<file path="config.mk">
export PLATFORM = sky130hd
export DESIGN_NAME = cet_core_timing
export DESIGN_NICKNAME = d
export VERILOG_FILES = /design/src/cet_core_timing.v
export VERILOG_INCLUDE_DIRS = /design/src
export SDC_FILE = /design/constraint.sdc
export NUM_CORES = 1
export LEC_CHECK = 0
export ABC_CLOCK_PERIOD_IN_PS = 3400
export BUFFER_PORTS_ARGS = -buffer_cell sky130_fd_sc_hd__buf_2
export CAP_MARGIN = 20
export CELL_PAD_IN_SITES_DETAIL_PLACEMENT = 0
export CELL_PAD_IN_SITES_GLOBAL_PLACEMENT = 1
export CORE_MARGIN = 2
export CORE_UTILIZATION = 30
export CTS_CLUSTER_DIAMETER = 200
export DETAILED_ROUTE_END_ITERATION = 10
export PLACE_DENSITY_LB_ADDON = 0.1
export REMOVE_ABC_BUFFERS = 1
export SLEW_MARGIN = 20
export SYNTH_ARGS = -nofsm -noshare
export SYNTH_HDL_FRONTEND = slang
export SYNTH_SLANG_ARGS = --single-unit
</file>
<file path="constraint.sdc">
create_clock -name clock -period 3.4 [get_ports clock]
set_input_delay 0.68 -clock clock [delete_from_list [all_inputs] [get_ports clock]]
set_output_delay 0.68 -clock clock [all_outputs]
set_load 0.02 [all_outputs]
</file>
<file path="src/cet_consts.vh">
// Constants for the operand execution pipeline timing block
// Function
// - Non multi-register stores mark store resources busy two cycles, stalling later stores; a later multi-register store does not wait.
// - Word aligned on 0 modulo 2, long on 0 modulo 4, else misaligned.
// - Split misaligned: odd word byte,byte; odd long byte,word,byte; long at 10 word,word. The code splits only the read when there is one.
// - PC-relative modes take the same cycles as matching address-register modes.
// - Byte/word moves take 1, 2, 4 or 5 cycles by addressing mode.
// - Long moves match for register/immediate; memory source 3, indexed 4 cycles.
// - MAC moves: load accumulator/mask 1, status 2, reads 3 cycles when idle.
// - Read-modify-write memory operand issues one read and one write.
// - Cycle count includes operand accesses and internal cycles, zero-wait memory assumed.
`ifndef CET_CONSTS_VH
`define CET_CONSTS_VH
// Addressing mode codes
`define CET_EA_DREG      4'h0
`define CET_EA_AREG      4'h1
`define CET_EA_IND       4'h2
`define CET_EA_POSTINC   4'h3
`define CET_EA_PREDEC    4'h4
`define CET_EA_DISP      4'h5
`define CET_EA_INDEX     4'h6
`define CET_EA_ABSW      4'h7
`define CET_EA_ABSL      4'h8
`define CET_EA_PCDISP    4'h9
`define CET_EA_PCINDEX   4'hA
`define CET_EA_IMM       4'hB
// Operation codes
`define CET_OP_MOVE      3'h0
`define CET_OP_LOAD_ACCUM  3'h1
`define CET_OP_LOAD_STATUS 3'h2
`define CET_OP_LOAD_MASK   3'h3
`define CET_OP_FROM_MAC  3'h4
`define CET_OP_RMW       3'h5
// Operand size codes
`define CET_SZ_BYTE      2'h0
`define CET_SZ_WORD      2'h1
`define CET_SZ_LONG      2'h2
// Timing counts in cycles
`define CET_STORE_BUSY   2'h2
`define CET_T_REG        4'h1
`define CET_T_IDX_DST    4'h2
`define CET_T_MEM_BW     4'h4
`define CET_T_MEM_IDX_BW 4'h5
`define CET_T_MEM_L      4'h3
`define CET_T_MEM_IDX_L  4'h4
`define CET_T_MAC_STATUS 4'h2
`define CET_T_MAC_READ   4'h3
// Added cycles for a split operand: odd word, odd long, long at half-word
`define CET_T_MIS_WO_RD  4'h2
`define CET_T_MIS_WO_WR  4'h1
`define CET_T_MIS_LO_RD  4'h3
`define CET_T_MIS_LO_WR  4'h2
`define CET_T_MIS_LH_RD  4'h2
`define CET_T_MIS_LH_WR  4'h1
`endif

</file>
<file path="src/cet_core_timing.v">
// Operand execution pipeline cycle-timing sequencer
`timescale 1ns/100ps
`include "cet_consts.vh"
module cet_core_timing (
    input  wire        clock,
    input  wire        rst,
    input  wire        issue_valid,
    input  wire [2:0]  issue_op,
    input  wire [1:0]  issue_size,
    input  wire [3:0]  issue_src,
    input  wire [3:0]  issue_dst,
    input  wire [1:0]  issue_addr_lo,
    input  wire        issue_multi_reg,
    input  wire        mac_pipe_busy,
    output reg         issue_ready,
    output reg         stall,
    output reg         misaligned,
    output reg         done,
    output reg  [5:0]  done_cycles,
    output reg  [1:0]  done_reads,
    output reg  [1:0]  done_writes,
    output reg  [1:0]  busy_count
);
    localparam ST_IDLE = 2'd0;
    localparam ST_WAIT = 2'd1;
    localparam ST_EXEC = 2'd2;

    reg [1:0] state_reg;
    reg [5:0] left_reg;
    reg [5:0] total_reg;
    reg [1:0] rd_reg;
    reg [1:0] wr_reg;
    reg       store_reg;
    reg       multi_reg;
    reg [2:0] op_reg;
    reg [1:0] size_reg;
    reg [3:0] src_reg;
    reg [3:0] dst_reg;
    reg [1:0] alo_reg;

    function is_mem;
        input [3:0] ea;
        begin
            is_mem = (ea != `CET_EA_DREG) && (ea != `CET_EA_AREG) && (ea != `CET_EA_IMM);
        end
    endfunction

    // PC-relative forms fold onto the address-register forms
    function is_index;
        input [3:0] ea;
        begin
            is_index = (ea == `CET_EA_INDEX) || (ea == `CET_EA_PCINDEX);
        end
    endfunction

    // Added cycles for a split operand, separately for a read and for a write
    function [3:0] mis_extra;
        input [1:0] sz;
        input [1:0] alo;
        input       wr;
        begin
            mis_extra = 4'h0;
            if (sz == `CET_SZ_WORD && alo[0])
                mis_extra = wr ? `CET_T_MIS_WO_WR : `CET_T_MIS_WO_RD;
            else if (sz == `CET_SZ_LONG && alo[0])
                mis_extra = wr ? `CET_T_MIS_LO_WR : `CET_T_MIS_LO_RD;
            else if (sz == `CET_SZ_LONG && alo == 2'b10)
                mis_extra = wr ? `CET_T_MIS_LH_WR : `CET_T_MIS_LH_RD;
        end
    endfunction

    function is_mis;
        input [1:0] sz;
        input [1:0] alo;
        begin
            is_mis = (sz == `CET_SZ_WORD && alo[0]) ||
                     (sz == `CET_SZ_LONG && alo != 2'b00);
        end
    endfunction

    // Aligned accesses added by a split: two for an odd long, one otherwise
    function [1:0] mis_accs;
        input [1:0] sz;
        input [1:0] alo;
        begin
            mis_accs = (sz == `CET_SZ_LONG && alo[0]) ? 2'h2 : 2'h1;
        end
    endfunction

    // Base cycles, reads and writes for the latched instruction
    reg [3:0] base_c;
    reg       base_r;
    reg       base_w;
    reg       src_m;
    reg       dst_m;
    always @* begin
        src_m  = is_mem(src_reg);
        dst_m  = is_mem(dst_reg);
        base_c = `CET_T_REG;
        base_r = 1'b0;
        base_w = 1'b0;
        case (op_reg)
            `CET_OP_MOVE: begin
                base_r = src_m;
                base_w = dst_m;
                if (src_m) begin
                    if (size_reg == `CET_SZ_LONG)
                        base_c = (is_index(src_reg) || is_index(dst_reg)) ?
                                 `CET_T_MEM_IDX_L : `CET_T_MEM_L;
                    else
                        base_c = (is_index(src_reg) || is_index(dst_reg)) ?
                                 `CET_T_MEM_IDX_BW : `CET_T_MEM_BW;
                end else if (is_index(dst_reg) ||
                             (src_reg == `CET_EA_IMM && dst_m))
                    base_c = `CET_T_IDX_DST;
            end
            `CET_OP_LOAD_ACCUM:  base_c = `CET_T_REG;
            `CET_OP_LOAD_MASK:   base_c = `CET_T_REG;
            `CET_OP_LOAD_STATUS: base_c = `CET_T_MAC_STATUS;
            `CET_OP_FROM_MAC: base_c = `CET_T_MAC_READ;
            `CET_OP_RMW: begin
                base_r = 1'b1;
                base_w = 1'b1;
                base_c = is_index(dst_reg) ? `CET_T_MEM_IDX_BW : `CET_T_MEM_BW;
            end
            default: base_c = `CET_T_REG;
        endcase
    end

    // Misalignment splits the memory read when there is one, otherwise the memory write
    wire       mis_rd  = base_r && is_mis(size_reg, alo_reg);
    wire       mis_wr  = !base_r && base_w && is_mis(size_reg, alo_reg);
    wire [3:0] add_rd  = mis_rd ? mis_extra(size_reg, alo_reg, 1'b0) : 4'h0;
    wire [3:0] add_wr  = mis_wr ? mis_extra(size_reg, alo_reg, 1'b1) : 4'h0;
    wire [1:0] x_ops_r = mis_rd ? mis_accs(size_reg, alo_reg) : 2'h0;
    wire [1:0] x_ops_w = mis_wr ? mis_accs(size_reg, alo_reg) : 2'h0;
    wire [5:0] total_c = {2'b00, base_c} + {2'b00, add_rd} + {2'b00, add_wr};
    wire       is_store = base_w;

    // Store hazard: a new non multi-register store waits while shared store resources are busy
    // The take edge already counts the window down, so a store waits at most one cycle
    wire hazard = is_store && !multi_reg && (busy_count != 2'd0);
    // A read of the multiply-accumulate registers waits until that pipeline drains
    wire mac_hold = (op_reg == `CET_OP_FROM_MAC) && mac_pipe_busy;

    reg [1:0] state_next;
    always @* begin
        state_next = state_reg;
        case (state_reg)
            ST_IDLE: if (issue_valid) state_next = ST_WAIT;
            ST_WAIT: if (!hazard && !mac_hold) state_next = ST_EXEC;
            ST_EXEC: if (left_reg == 6'd1) state_next = ST_IDLE;
            default: state_next = ST_IDLE;
        endcase
    end

    always @(posedge clock) begin
        if (rst) begin
            state_reg   <= ST_IDLE;
            left_reg    <= 6'd0;
            total_reg   <= 6'd0;
            rd_reg      <= 2'd0;
            wr_reg      <= 2'd0;
            store_reg   <= 1'b0;
            multi_reg   <= 1'b0;
            op_reg      <= `CET_OP_MOVE;
            size_reg    <= `CET_SZ_BYTE;
            src_reg     <= `CET_EA_DREG;
            dst_reg     <= `CET_EA_DREG;
            alo_reg     <= 2'b00;
            busy_count  <= 2'd0;
            issue_ready <= 1'b1;
            stall       <= 1'b0;
            misaligned  <= 1'b0;
            done        <= 1'b0;
            done_cycles <= 6'd0;
            done_reads  <= 2'd0;
            done_writes <= 2'd0;
        end else begin
            state_reg <= state_next;
            done      <= 1'b0;
            if (busy_count != 2'd0)
                busy_count <= busy_count - 2'd1;
            case (state_reg)
                ST_IDLE: if (issue_valid) begin
                    op_reg      <= issue_op;
                    size_reg    <= issue_size;
                    src_reg     <= issue_src;
                    dst_reg     <= issue_dst;
                    alo_reg     <= issue_addr_lo;
                    multi_reg   <= issue_multi_reg;
                    issue_ready <= 1'b0;
                end
                ST_WAIT: begin
                    stall <= hazard || mac_hold;
                    if (!hazard && !mac_hold) begin
                        left_reg   <= total_c;
                        total_reg  <= total_c;
                        rd_reg     <= {1'b0, base_r} + x_ops_r;
                        wr_reg     <= {1'b0, base_w} + x_ops_w;
                        store_reg  <= is_store && !multi_reg;
                        misaligned <= mis_rd || mis_wr;
                    end
                end
                ST_EXEC: begin
                    left_reg <= left_reg - 6'd1;
                    if (left_reg == 6'd1) begin
                        done        <= 1'b1;
                        done_cycles <= total_reg;
                        done_reads  <= rd_reg;
                        done_writes <= wr_reg;
                        issue_ready <= 1'b1;
                        // Busy window opens after the final data cycle
                        if (store_reg)
                            busy_count <= `CET_STORE_BUSY;
                    end
                end
                default: issue_ready <= 1'b1;
            endcase
        end
    end
endmodule // cet_core_timing

</file>
==> PnR_summary.wiki, run 1 <==
{| class="wikitable"
! Metric !! Value
|-
| Run status || finished clean
|-
| Vertical extent of the die || 92.1 um
|-
| Slew margin rel. || 56.9%
|-
| Leading cell type by number of instances after synthesis || sky130_fd_sc_hd__nand2_1
|-
| Crit-path max FO || 7
|-
| Internal reg-to-reg setup slack || 0.26 ns
|-
| Number of flip-flops in the largest register || 6
|-
| FF+latch count, synth || 47
|-
| Clock buffer depth || 2
|-
| Std-Cell Core Area || 7610 um^2
|-
| Initial antenna violation count || 0
|-
| Share of the yosys chip area belonging to registers || 40.5%
|-
| Logic depth of the worst register-to-register path || 10
|-
| Worst hold endpoint || misaligned$_SDFFE_PP0P_
|-
| Final worst-path cycle share || 92.5%
|-
| Global-route wire length before repair || 9260 um
|-
| Power spent charging and discharging nets || 368 uW
|-
| Clk pwr share || 37.2%
|-
| Clock skew after layout || 0.00565 ns
|-
| DRC marker count from the first detailed-route iteration || 43
|-
| Placed standard-cell area || 2580 um^2
|-
| Die width || 92.1 um
|-
| Post-layout instance count excluding filler cells || 421
|-
| TritonRoute pass-1 iters || 4
|-
| Clock buffers created by TritonCTS || 5
|-
| Setup repair after global routing missed its margin || false
|-
| Synth Warn # || 0
|-
| # fillers || 856
|-
| Initial Utilization || 30.6%
|-
| Hpwl dp || 3860 um
|-
| Maximum frequency from static timing analysis || 318 MHz
|-
| Max rail drop VDD || 147 uV
|-
| Reg-to-Reg End || left_reg[3]$_SDFFE_PP0P_
|-
| Final wirelength || 5270 um
|-
| Endpoints failing hold || 0
|-
| Combinational power share || 16.9%
|-
| Clock Pin Slew Worst Setup and Hold Paths || 0.09 ns
|-
| Dominant register cell in the synthesized netlist || sky130_fd_sc_hd__dfxtp_1
|-
| Min-delay src || misaligned$_SDFFE_PP0P_
|-
| Top cells by count, synth || sky130_fd_sc_hd__nand2_1, sky130_fd_sc_hd__dfxtp_1, sky130_fd_sc_hd__a21oi_1, sky130_fd_sc_hd__nand3_1, sky130_fd_sc_hd__nor2_1
|-
| Mean routed wirelength per cell || 12.5 um
|-
| Number of nets at the end of the flow || 347
|-
| Post-synthesis to final-layout area growth || 16.9%
|-
| Via count || 1944
|-
| Hold path cells || 2
|-
| Total DRC errors in the routed layout || 0
|-
| Core Rows || 32
|-
| Portion of synthesized cell area occupied by the leading cell type || 40.5%
|-
| Type of the worst setup path || register to register
|-
| Sort of element at the start of the critical path || register
|-
| Hold/Removal Path Class || register to register
|-
| Final instance area || 2720 um^2
|-
| Leading area contributor after synthesis || sky130_fd_sc_hd__dfxtp_1
|-
| Required time reported for the critical path endpoint || 3.63 ns
|-
| Static power due to leakage || 0.00107 uW
|-
| Netlist Area Pre-Place || 2330 um^2
|-
| Number of global-route vias before repair || 1904
|-
| Floorplan die area || 8470 um^2
|-
| Post-CTS setup-driven buffer insertion count || 0
|-
| Port-buffer cells || 33
|-
| Detail-routed via count per cell || 4.62
|-
| Final setup viols || 0
|-
| PwrDens || 491 nW/um^2
|-
| Leading cell types by total area after synthesis || sky130_fd_sc_hd__dfxtp_1, sky130_fd_sc_hd__nand2_1, sky130_fd_sc_hd__a21oi_1
|-
| Max Cap Violations || 0
|-
| Synth cell types || 51
|-
| Net switching share of the total power || 27.5%
|-
| R2r startpoint || op_reg[1]$_SDFFE_PP0P_
|-
| Mean cell area of the mapped netlist || 8.10 um^2
|-
| Global-route usage over all layers || 13.4%
|-
| Ports placed on the boundary || 36
|-
| Share of synthesized flip-flops with an asynchronous set or reset || 0%
|-
| Number of instances in the placed design || 413
|-
| Grt ovf || 0
|-
| Final antenna-violating net count || 0
|-
| Aggregate negative setup slack || 0 ns
|-
| Number of enable flip-flop cells after synthesis || 0
|-
| First element of the critical path || op_reg[1]$_SDFFE_PP0P_
|-
| Sequential share of power || 46.0%
|-
| Clock tree from TritonCTS || done
|-
| Routability cong. || 0.814
|-
| Worst Setup End Kind || register
|-
| Diode insertion count for antenna repair || 0
|-
| P_int || 967 uW
|-
| Root buffer cell || sky130_fd_sc_hd__clkbuf_8
|-
| Clk Latency, worst-skew pair || 0.30 ns
|-
| Maximum number of pins on one net before global-route repair || 28
|-
| Max-slew violation count || 0
|-
| Period minus WS final || 3.14 ns
|-
| Arrival time of data at the critical path endpoint || 3.38 ns
|-
| Post-Synthesis Cells || 287
|-
| Layout cell share with drive strength beyond 1 || 21.0%
|-
| Least-Margin Pin Slew || 0.645 ns
|-
| Clock H-tree levels || 2
|-
| Clock sink count || 47
|}
## cell usage in the layout, fill, tap and decap left out, types with 2 or more instances in the layout
cell	instances
sky130_fd_sc_hd__nand2_1	60
sky130_fd_sc_hd__dfxtp_1	47
sky130_fd_sc_hd__a21oi_1	41
sky130_fd_sc_hd__buf_2	33
sky130_fd_sc_hd__nor2_1	17
sky130_fd_sc_hd__nand3_1	17
sky130_fd_sc_hd__nor3_1	8
sky130_fd_sc_hd__buf_4	8
sky130_fd_sc_hd__inv_1	7
sky130_fd_sc_hd__ha_1	6
sky130_fd_sc_hd__a31oi_1	5
sky130_fd_sc_hd__clkbuf_8	5
sky130_fd_sc_hd__nor2b_1	4
sky130_fd_sc_hd__nand2b_1	4
sky130_fd_sc_hd__xor2_1	3
sky130_fd_sc_hd__o21bai_1	3
sky130_fd_sc_hd__or2_2	3
sky130_fd_sc_hd__nand3b_1	3
sky130_fd_sc_hd__o21ai_0	3
sky130_fd_sc_hd__o211ai_1	3
sky130_fd_sc_hd__a211oi_2	3
sky130_fd_sc_hd__fa_1	3
sky130_fd_sc_hd__xnor2_1	2
sky130_fd_sc_hd__and4b_1	2
sky130_fd_sc_hd__conb_1	2
sky130_fd_sc_hd__bufinv_16	2
## worst max path at each step
stage | endpoint | slack [ns] | cells past startpoint
4_1_cts | left_reg[3]$_SDFFE_PP0P_ | 0.17 | 13
3_5_place_dp | left_reg[3]$_SDFFE_PP0P_ | 0.20 | 13
5_1_grt | left_reg[3]$_SDFFE_PP0P_ | 0.04 | 13
2_1_floorplan | left_reg[3]$_SDFFE_PP0P_ | 0.34 | 13
6_report | left_reg[3]$_SDFFE_PP0P_ | 0.26 | 10
3_3_place_gp | left_reg[3]$_SDFFE_PP0P_ | 0.24 | 13
## power by group through the flow
stage          sequential [uW]  combinational (uW)  clock [uW]
2_1_floorplan              624                 151           0
3_3_place_gp               626                 231           0
3_5_place_dp               627                 229           0
4_1_cts                    614                 230         518
5_1_grt                    621                 257         535
6_report                   614                 225         496
## per-stage QoR
step	total power [uW]	util (%)	hold slack (ns)	setup WS [ns]
4_1_cts	1360	35.7	0.460	0.171
5_1_grt	1410	35.8	0.476	0.0364
2_1_floorplan	775	-	0.426	0.344
3_3_place_gp	857	33.9	0.442	0.236
3_5_place_dp	856	33.9	0.445	0.201
6_report	1330	35.8	0.454	0.257
## kinds of logic after synthesis
logic type | share of synthesized area (%)
muxes | 0.430
DFF | 40.5
and+or+nand+nor | 27.2
adders and majority gates | 5.81
AOI/OAI and AO/OA | 18.3
buffers and inverters | 5.76
other | 0.161
xor gates and xnor gates | 1.88
## area by class of cell
cell class	count	area, um^2	area share, %
Timing Repair Buffer	41	225	8.28
Inverter	8	30.0	1.10
Clock inverter	3	67.6	2.48
Tap cell	102	128	4.69
Multi-Input combinational cell	215	1260	46.3
Clock buffer	5	68.8	2.53
Sequential cell	47	941	34.6
## worst max-delay path: stages, from the launching register on
cell and delay (ns):
sky130_fd_sc_hd__dfxtp_1 0.38, sky130_fd_sc_hd__or3_4 0.37, sky130_fd_sc_hd__nor3_1 0.34, sky130_fd_sc_hd__nand4_1 0.26
sky130_fd_sc_hd__fa_1 0.51, sky130_fd_sc_hd__inv_1 0.06, sky130_fd_sc_hd__ha_1 0.13, sky130_fd_sc_hd__inv_1 0.05
sky130_fd_sc_hd__fa_1 0.39, sky130_fd_sc_hd__or3_2 0.49, sky130_fd_sc_hd__o211ai_1 0.09
## routing by layer
| metal | routed length (um) | global-route usage (%) |
|---|---|---|
| met1 | 2640 | 17.6 |
| met2 | 2440 | 22.6 |
| met3 | 139 | 2.79 |
| met4 | 56 | 2.99 |
| met5 | 0 | 0 |
## what timing repair did
item                       in CTS  in global routing
setup endpoints to repair       0                  1
gates resized for setup         0                  1
hold buffers                    0                  0
Note: power is estimated with default switching activity, not from simulation.
==> run 2: changes to the inputs <==
--- a/config.mk
+++ b/config.mk
@@ -12,7 +12,8 @@
 export CELL_PAD_IN_SITES_DETAIL_PLACEMENT = 0
 export CELL_PAD_IN_SITES_GLOBAL_PLACEMENT = 1
 export CORE_MARGIN = 2
-export CORE_UTILIZATION = 30
+export CORE_UTILIZATION = 43
+export CTS_BUF_LIST = sky130_fd_sc_hd__clkbuf_2
 export CTS_CLUSTER_DIAMETER = 200
 export DETAILED_ROUTE_END_ITERATION = 10
 export PLACE_DENSITY_LB_ADDON = 0.1
==> run 2 against run 1 <==
Utilization increased by 15 points. Critical path depth increased by 3. Die area decreased by 29%. Final cell count decreased by 8.3%. Sequential cell count unchanged. Clock skew increased by 0.0084 ns. Final area decreased by 4.0%. Largest cell class unchanged. Largest power group unchanged. Highest routed layer unchanged.
==> PnR_summary.wiki, run 2 (synthesis gave the netlist of run 1 again) <==
{| class="wikitable"
! Metric !! Value
|-
| Run status || finished clean
|-
| First element of the critical path || dst_reg[3]$_SDFFE_PP0P_
|-
| Aggregate negative setup slack || 0 ns (unchanged)
|-
| Clock buffer depth || 2 (unchanged)
|-
| Number of global-route vias before repair || 1813 (-4.8%)
|-
| TritonRoute pass-1 iters || 5 (+1)
|-
| Final antenna-violating net count || 0 (unchanged)
|-
| Final wirelength || 4720 um (-10%)
|-
| Port-buffer cells || 33 (unchanged)
|-
| Crit-path max FO || 4 (-3)
|-
| Endpoints failing hold || 0 (unchanged)
|-
| Placed standard-cell area || 2520 um^2 (-2.4%)
|-
| R2r startpoint || dst_reg[3]$_SDFFE_PP0P_
|-
| Period minus WS final || 3.21 ns (+0.0640 ns)
|-
| Final instance area || 2610 um^2 (-4.0%)
|-
| Post-cts resize count || 0 (unchanged)
|-
| Diode insertion count for antenna repair || 0 (unchanged)
|-
| Number of flip-flops in the largest register || 6 (unchanged)
|-
| Initial Utilization || 45.0% (+14 points)
|-
| Routability cong. || 0.758 (-6.8%)
|-
| Clock H-tree levels || 2 (unchanged)
|-
| Max-slew violation count || 0 (unchanged)
|-
| Maximum frequency from static timing analysis || 312 MHz (-2.0%)
|-
| Internal reg-to-reg setup slack || 0.19 ns (-0.06 ns)
|-
| Core Rows || 26 (-19%)
|-
| Setup repair after global routing missed its margin || false
|-
| Clock skew after layout || 0.0140 ns (+0.00836 ns)
|-
| Via count || 1935 (-0.46%)
|-
| Clock tree from TritonCTS || done
|-
| Global-route wire length before repair || 8340 um (-10%)
|-
| Post-CTS setup-driven buffer insertion count || 0 (unchanged)
|-
| Total DRC errors in the routed layout || 0 (unchanged)
|-
| Std-Cell Core Area || 5170 um^2 (-32%)
|-
| Detail-routed via count per cell || 5.01 (+8.6%)
|-
| Floorplan die area || 6010 um^2 (-29%)
|-
| Max rail drop VDD || 197 uV (+34%)
|-
| Sort of element at the start of the critical path || register
|-
| Number of nets at the end of the flow || 344 (-0.86%)
|-
| Layout cell share with drive strength beyond 1 || 20.6% (-0.43 points)
|-
| Clk Latency, worst-skew pair || 0.43 ns (+0.13 ns)
|-
| Slew margin rel. || 53.1% (-3.8 points)
|-
| Utilization after layout || 50.5% (+15 points)
|-
| Final worst-path cycle share || 94.3% (+1.9 points)
|-
| Die width || 77.5 um (-16%)
|-
| Final setup viols || 0 (unchanged)
|-
| Mean routed wirelength per cell || 12.2 um (-2.3%)
|-
| PwrDens || 467 nW/um^2 (-4.7%)
|-
| Worst Setup End Kind || register
|-
| Arrival time of data at the critical path endpoint || 3.58 ns (+0.20 ns)
|-
| Clock buffers created by TritonCTS || 5 (unchanged)
|-
| Number of buffers inserted by hold repair at cts || 0 (unchanged)
|-
| Post-synthesis to final-layout area growth || 12.3%
|-
| Grt ovf || 0 (unchanged)
|-
| Clock Pin Slew Worst Setup and Hold Paths || 0.24 ns (+0.15 ns)
|-
| Root buffer cell || sky130_fd_sc_hd__clkbuf_2
|-
| Reg-to-Reg End || left_reg[3]$_SDFFE_PP0P_
|-
| Vertical extent of the die || 77.5 um (-16%)
|-
| Hpwl dp || 3360 um (-13%)
|-
| Required time reported for the critical path endpoint || 3.78 ns (+0.15 ns)
|-
| Static power due to leakage || 0.00104 uW (-2.9%)
|-
| Least-Margin Pin Slew || 0.703 ns (+0.0583 ns)
|-
| Most common cell after layout, fill and taps aside || sky130_fd_sc_hd__nand2_1
|-
| Max Cap Violations || 0 (unchanged)
|-
| Logic depth of the worst register-to-register path || 13 (+3)
|-
| Clock sink count || 47 (unchanged)
|-
| Post-placement worst setup slack || 0.210 ns (+0.00874 ns)
|-
| Initial antenna violation count || 0 (unchanged)
|-
| Maximum number of pins on one net before global-route repair || 37 (+32%)
|-
| Worst-case hold slack || 0.449 ns (-0.00489 ns)
|-
| Global-route usage over all layers || 17.1% (+3.7 points)
|-
| Final worst setup slack || 0.193 ns (-0.0640 ns)
|-
| Hold/Removal Path Class || input pin to register
|-
| Ports placed on the boundary || 36 (unchanged)
|-
| Type of the worst setup path || register to register
|-
| End of the critical path || left_reg[3]$_SDFFE_PP0P_
|-
| Commonest non-fill, non-tap cells in the layout || sky130_fd_sc_hd__nand2_1, sky130_fd_sc_hd__dfxtp_1, sky130_fd_sc_hd__a21oi_1, sky130_fd_sc_hd__buf_2
|-
| DRC marker count from the first detailed-route iteration || 103 (+140%)
|}
[run 2: cell count changes in the layout (fill, tap and decap cells not counted)]
cell | previous run | this run
sky130_fd_sc_hd__clkbuf_2 | 0 | 5
sky130_fd_sc_hd__clkbuf_8 | 5 | 0
sky130_fd_sc_hd__buf_4 | 8 | 5
sky130_fd_sc_hd__dfxtp_1 | 47 | 45
sky130_fd_sc_hd__dfxtp_2 | 0 | 2
sky130_fd_sc_hd__nor3b_1 | 0 | 1
sky130_fd_sc_hd__nor3b_2 | 1 | 0
[run 2: worst min-delay path by stage]
stage,cells after the start,end,slack (ns),start
after floorplan,2,store_reg$_SDFFE_PP0P_,0.43,store_reg$_SDFFE_PP0P_
after global placement,2,done_cycles[1]$_SDFFE_PP0P_,0.44,done_cycles[1]$_SDFFE_PP0P_
after detailed placement,2,misaligned$_SDFFE_PP0P_,0.44,misaligned$_SDFFE_PP0P_
after CTS,3,op_reg[1]$_SDFFE_PP0P_,0.42,issue_op[1]
after global routing,3,op_reg[2]$_SDFFE_PP0P_,0.40,issue_op[2]
final,3,dst_reg[1]$_SDFFE_PP0P_,0.45,issue_dst[1]
[run 2: layout make-up]
cell class,count,area [um^2]
clock buffers,5,25.0
clock inverters,3,67.6
fillers,535,2560
inverters,8,30.0
multi-input cells,215,1250
flip-flops and latches,47,943
well taps,70,87.6
repair buffers,38,203
[run 2: per-layer routing]
layer / wire length [um] / global-route usage [%] / vias to the layer above
li1: - / - / 1032
met5: 0 / 0 / -
met3: 187 / 4.19 / 5
met1: 2330 / 22.0 / 862
met4: 48 / 4.29 / 0
met2: 2150 / 29.0 / 36
[run 2: worst max-delay path, stage by stage, from the launching register on]
cell and delay, ns:
sky130_fd_sc_hd__dfxtp_2 0.39, sky130_fd_sc_hd__xnor2_1 0.12, sky130_fd_sc_hd__nor3b_1 0.26, sky130_fd_sc_hd__a31oi_1 0.09, sky130_fd_sc_hd__ha_1 0.22, sky130_fd_sc_hd__nor2b_1 0.13
sky130_fd_sc_hd__o31ai_1 0.27, sky130_fd_sc_hd__fa_1 0.47, sky130_fd_sc_hd__inv_1 0.07, sky130_fd_sc_hd__ha_1 0.13, sky130_fd_sc_hd__inv_1 0.04, sky130_fd_sc_hd__fa_1 0.39
sky130_fd_sc_hd__or3_2 0.48, sky130_fd_sc_hd__o211ai_1 0.09
[run 2: metrics by stage]
stage                     instances  total power [uW]
final                           386              1220
after floorplan                 270               775
after CTS                       386              1240
after global placement          378               846
after global routing            386              1300
after detailed placement        378               847
[run 2: power breakdown]
group	total, uW	internal, uW	switching [uW]
clock	386	197	189
combinational	218	88.1	130
sequential	617	585	31.1
total	1220	871	350
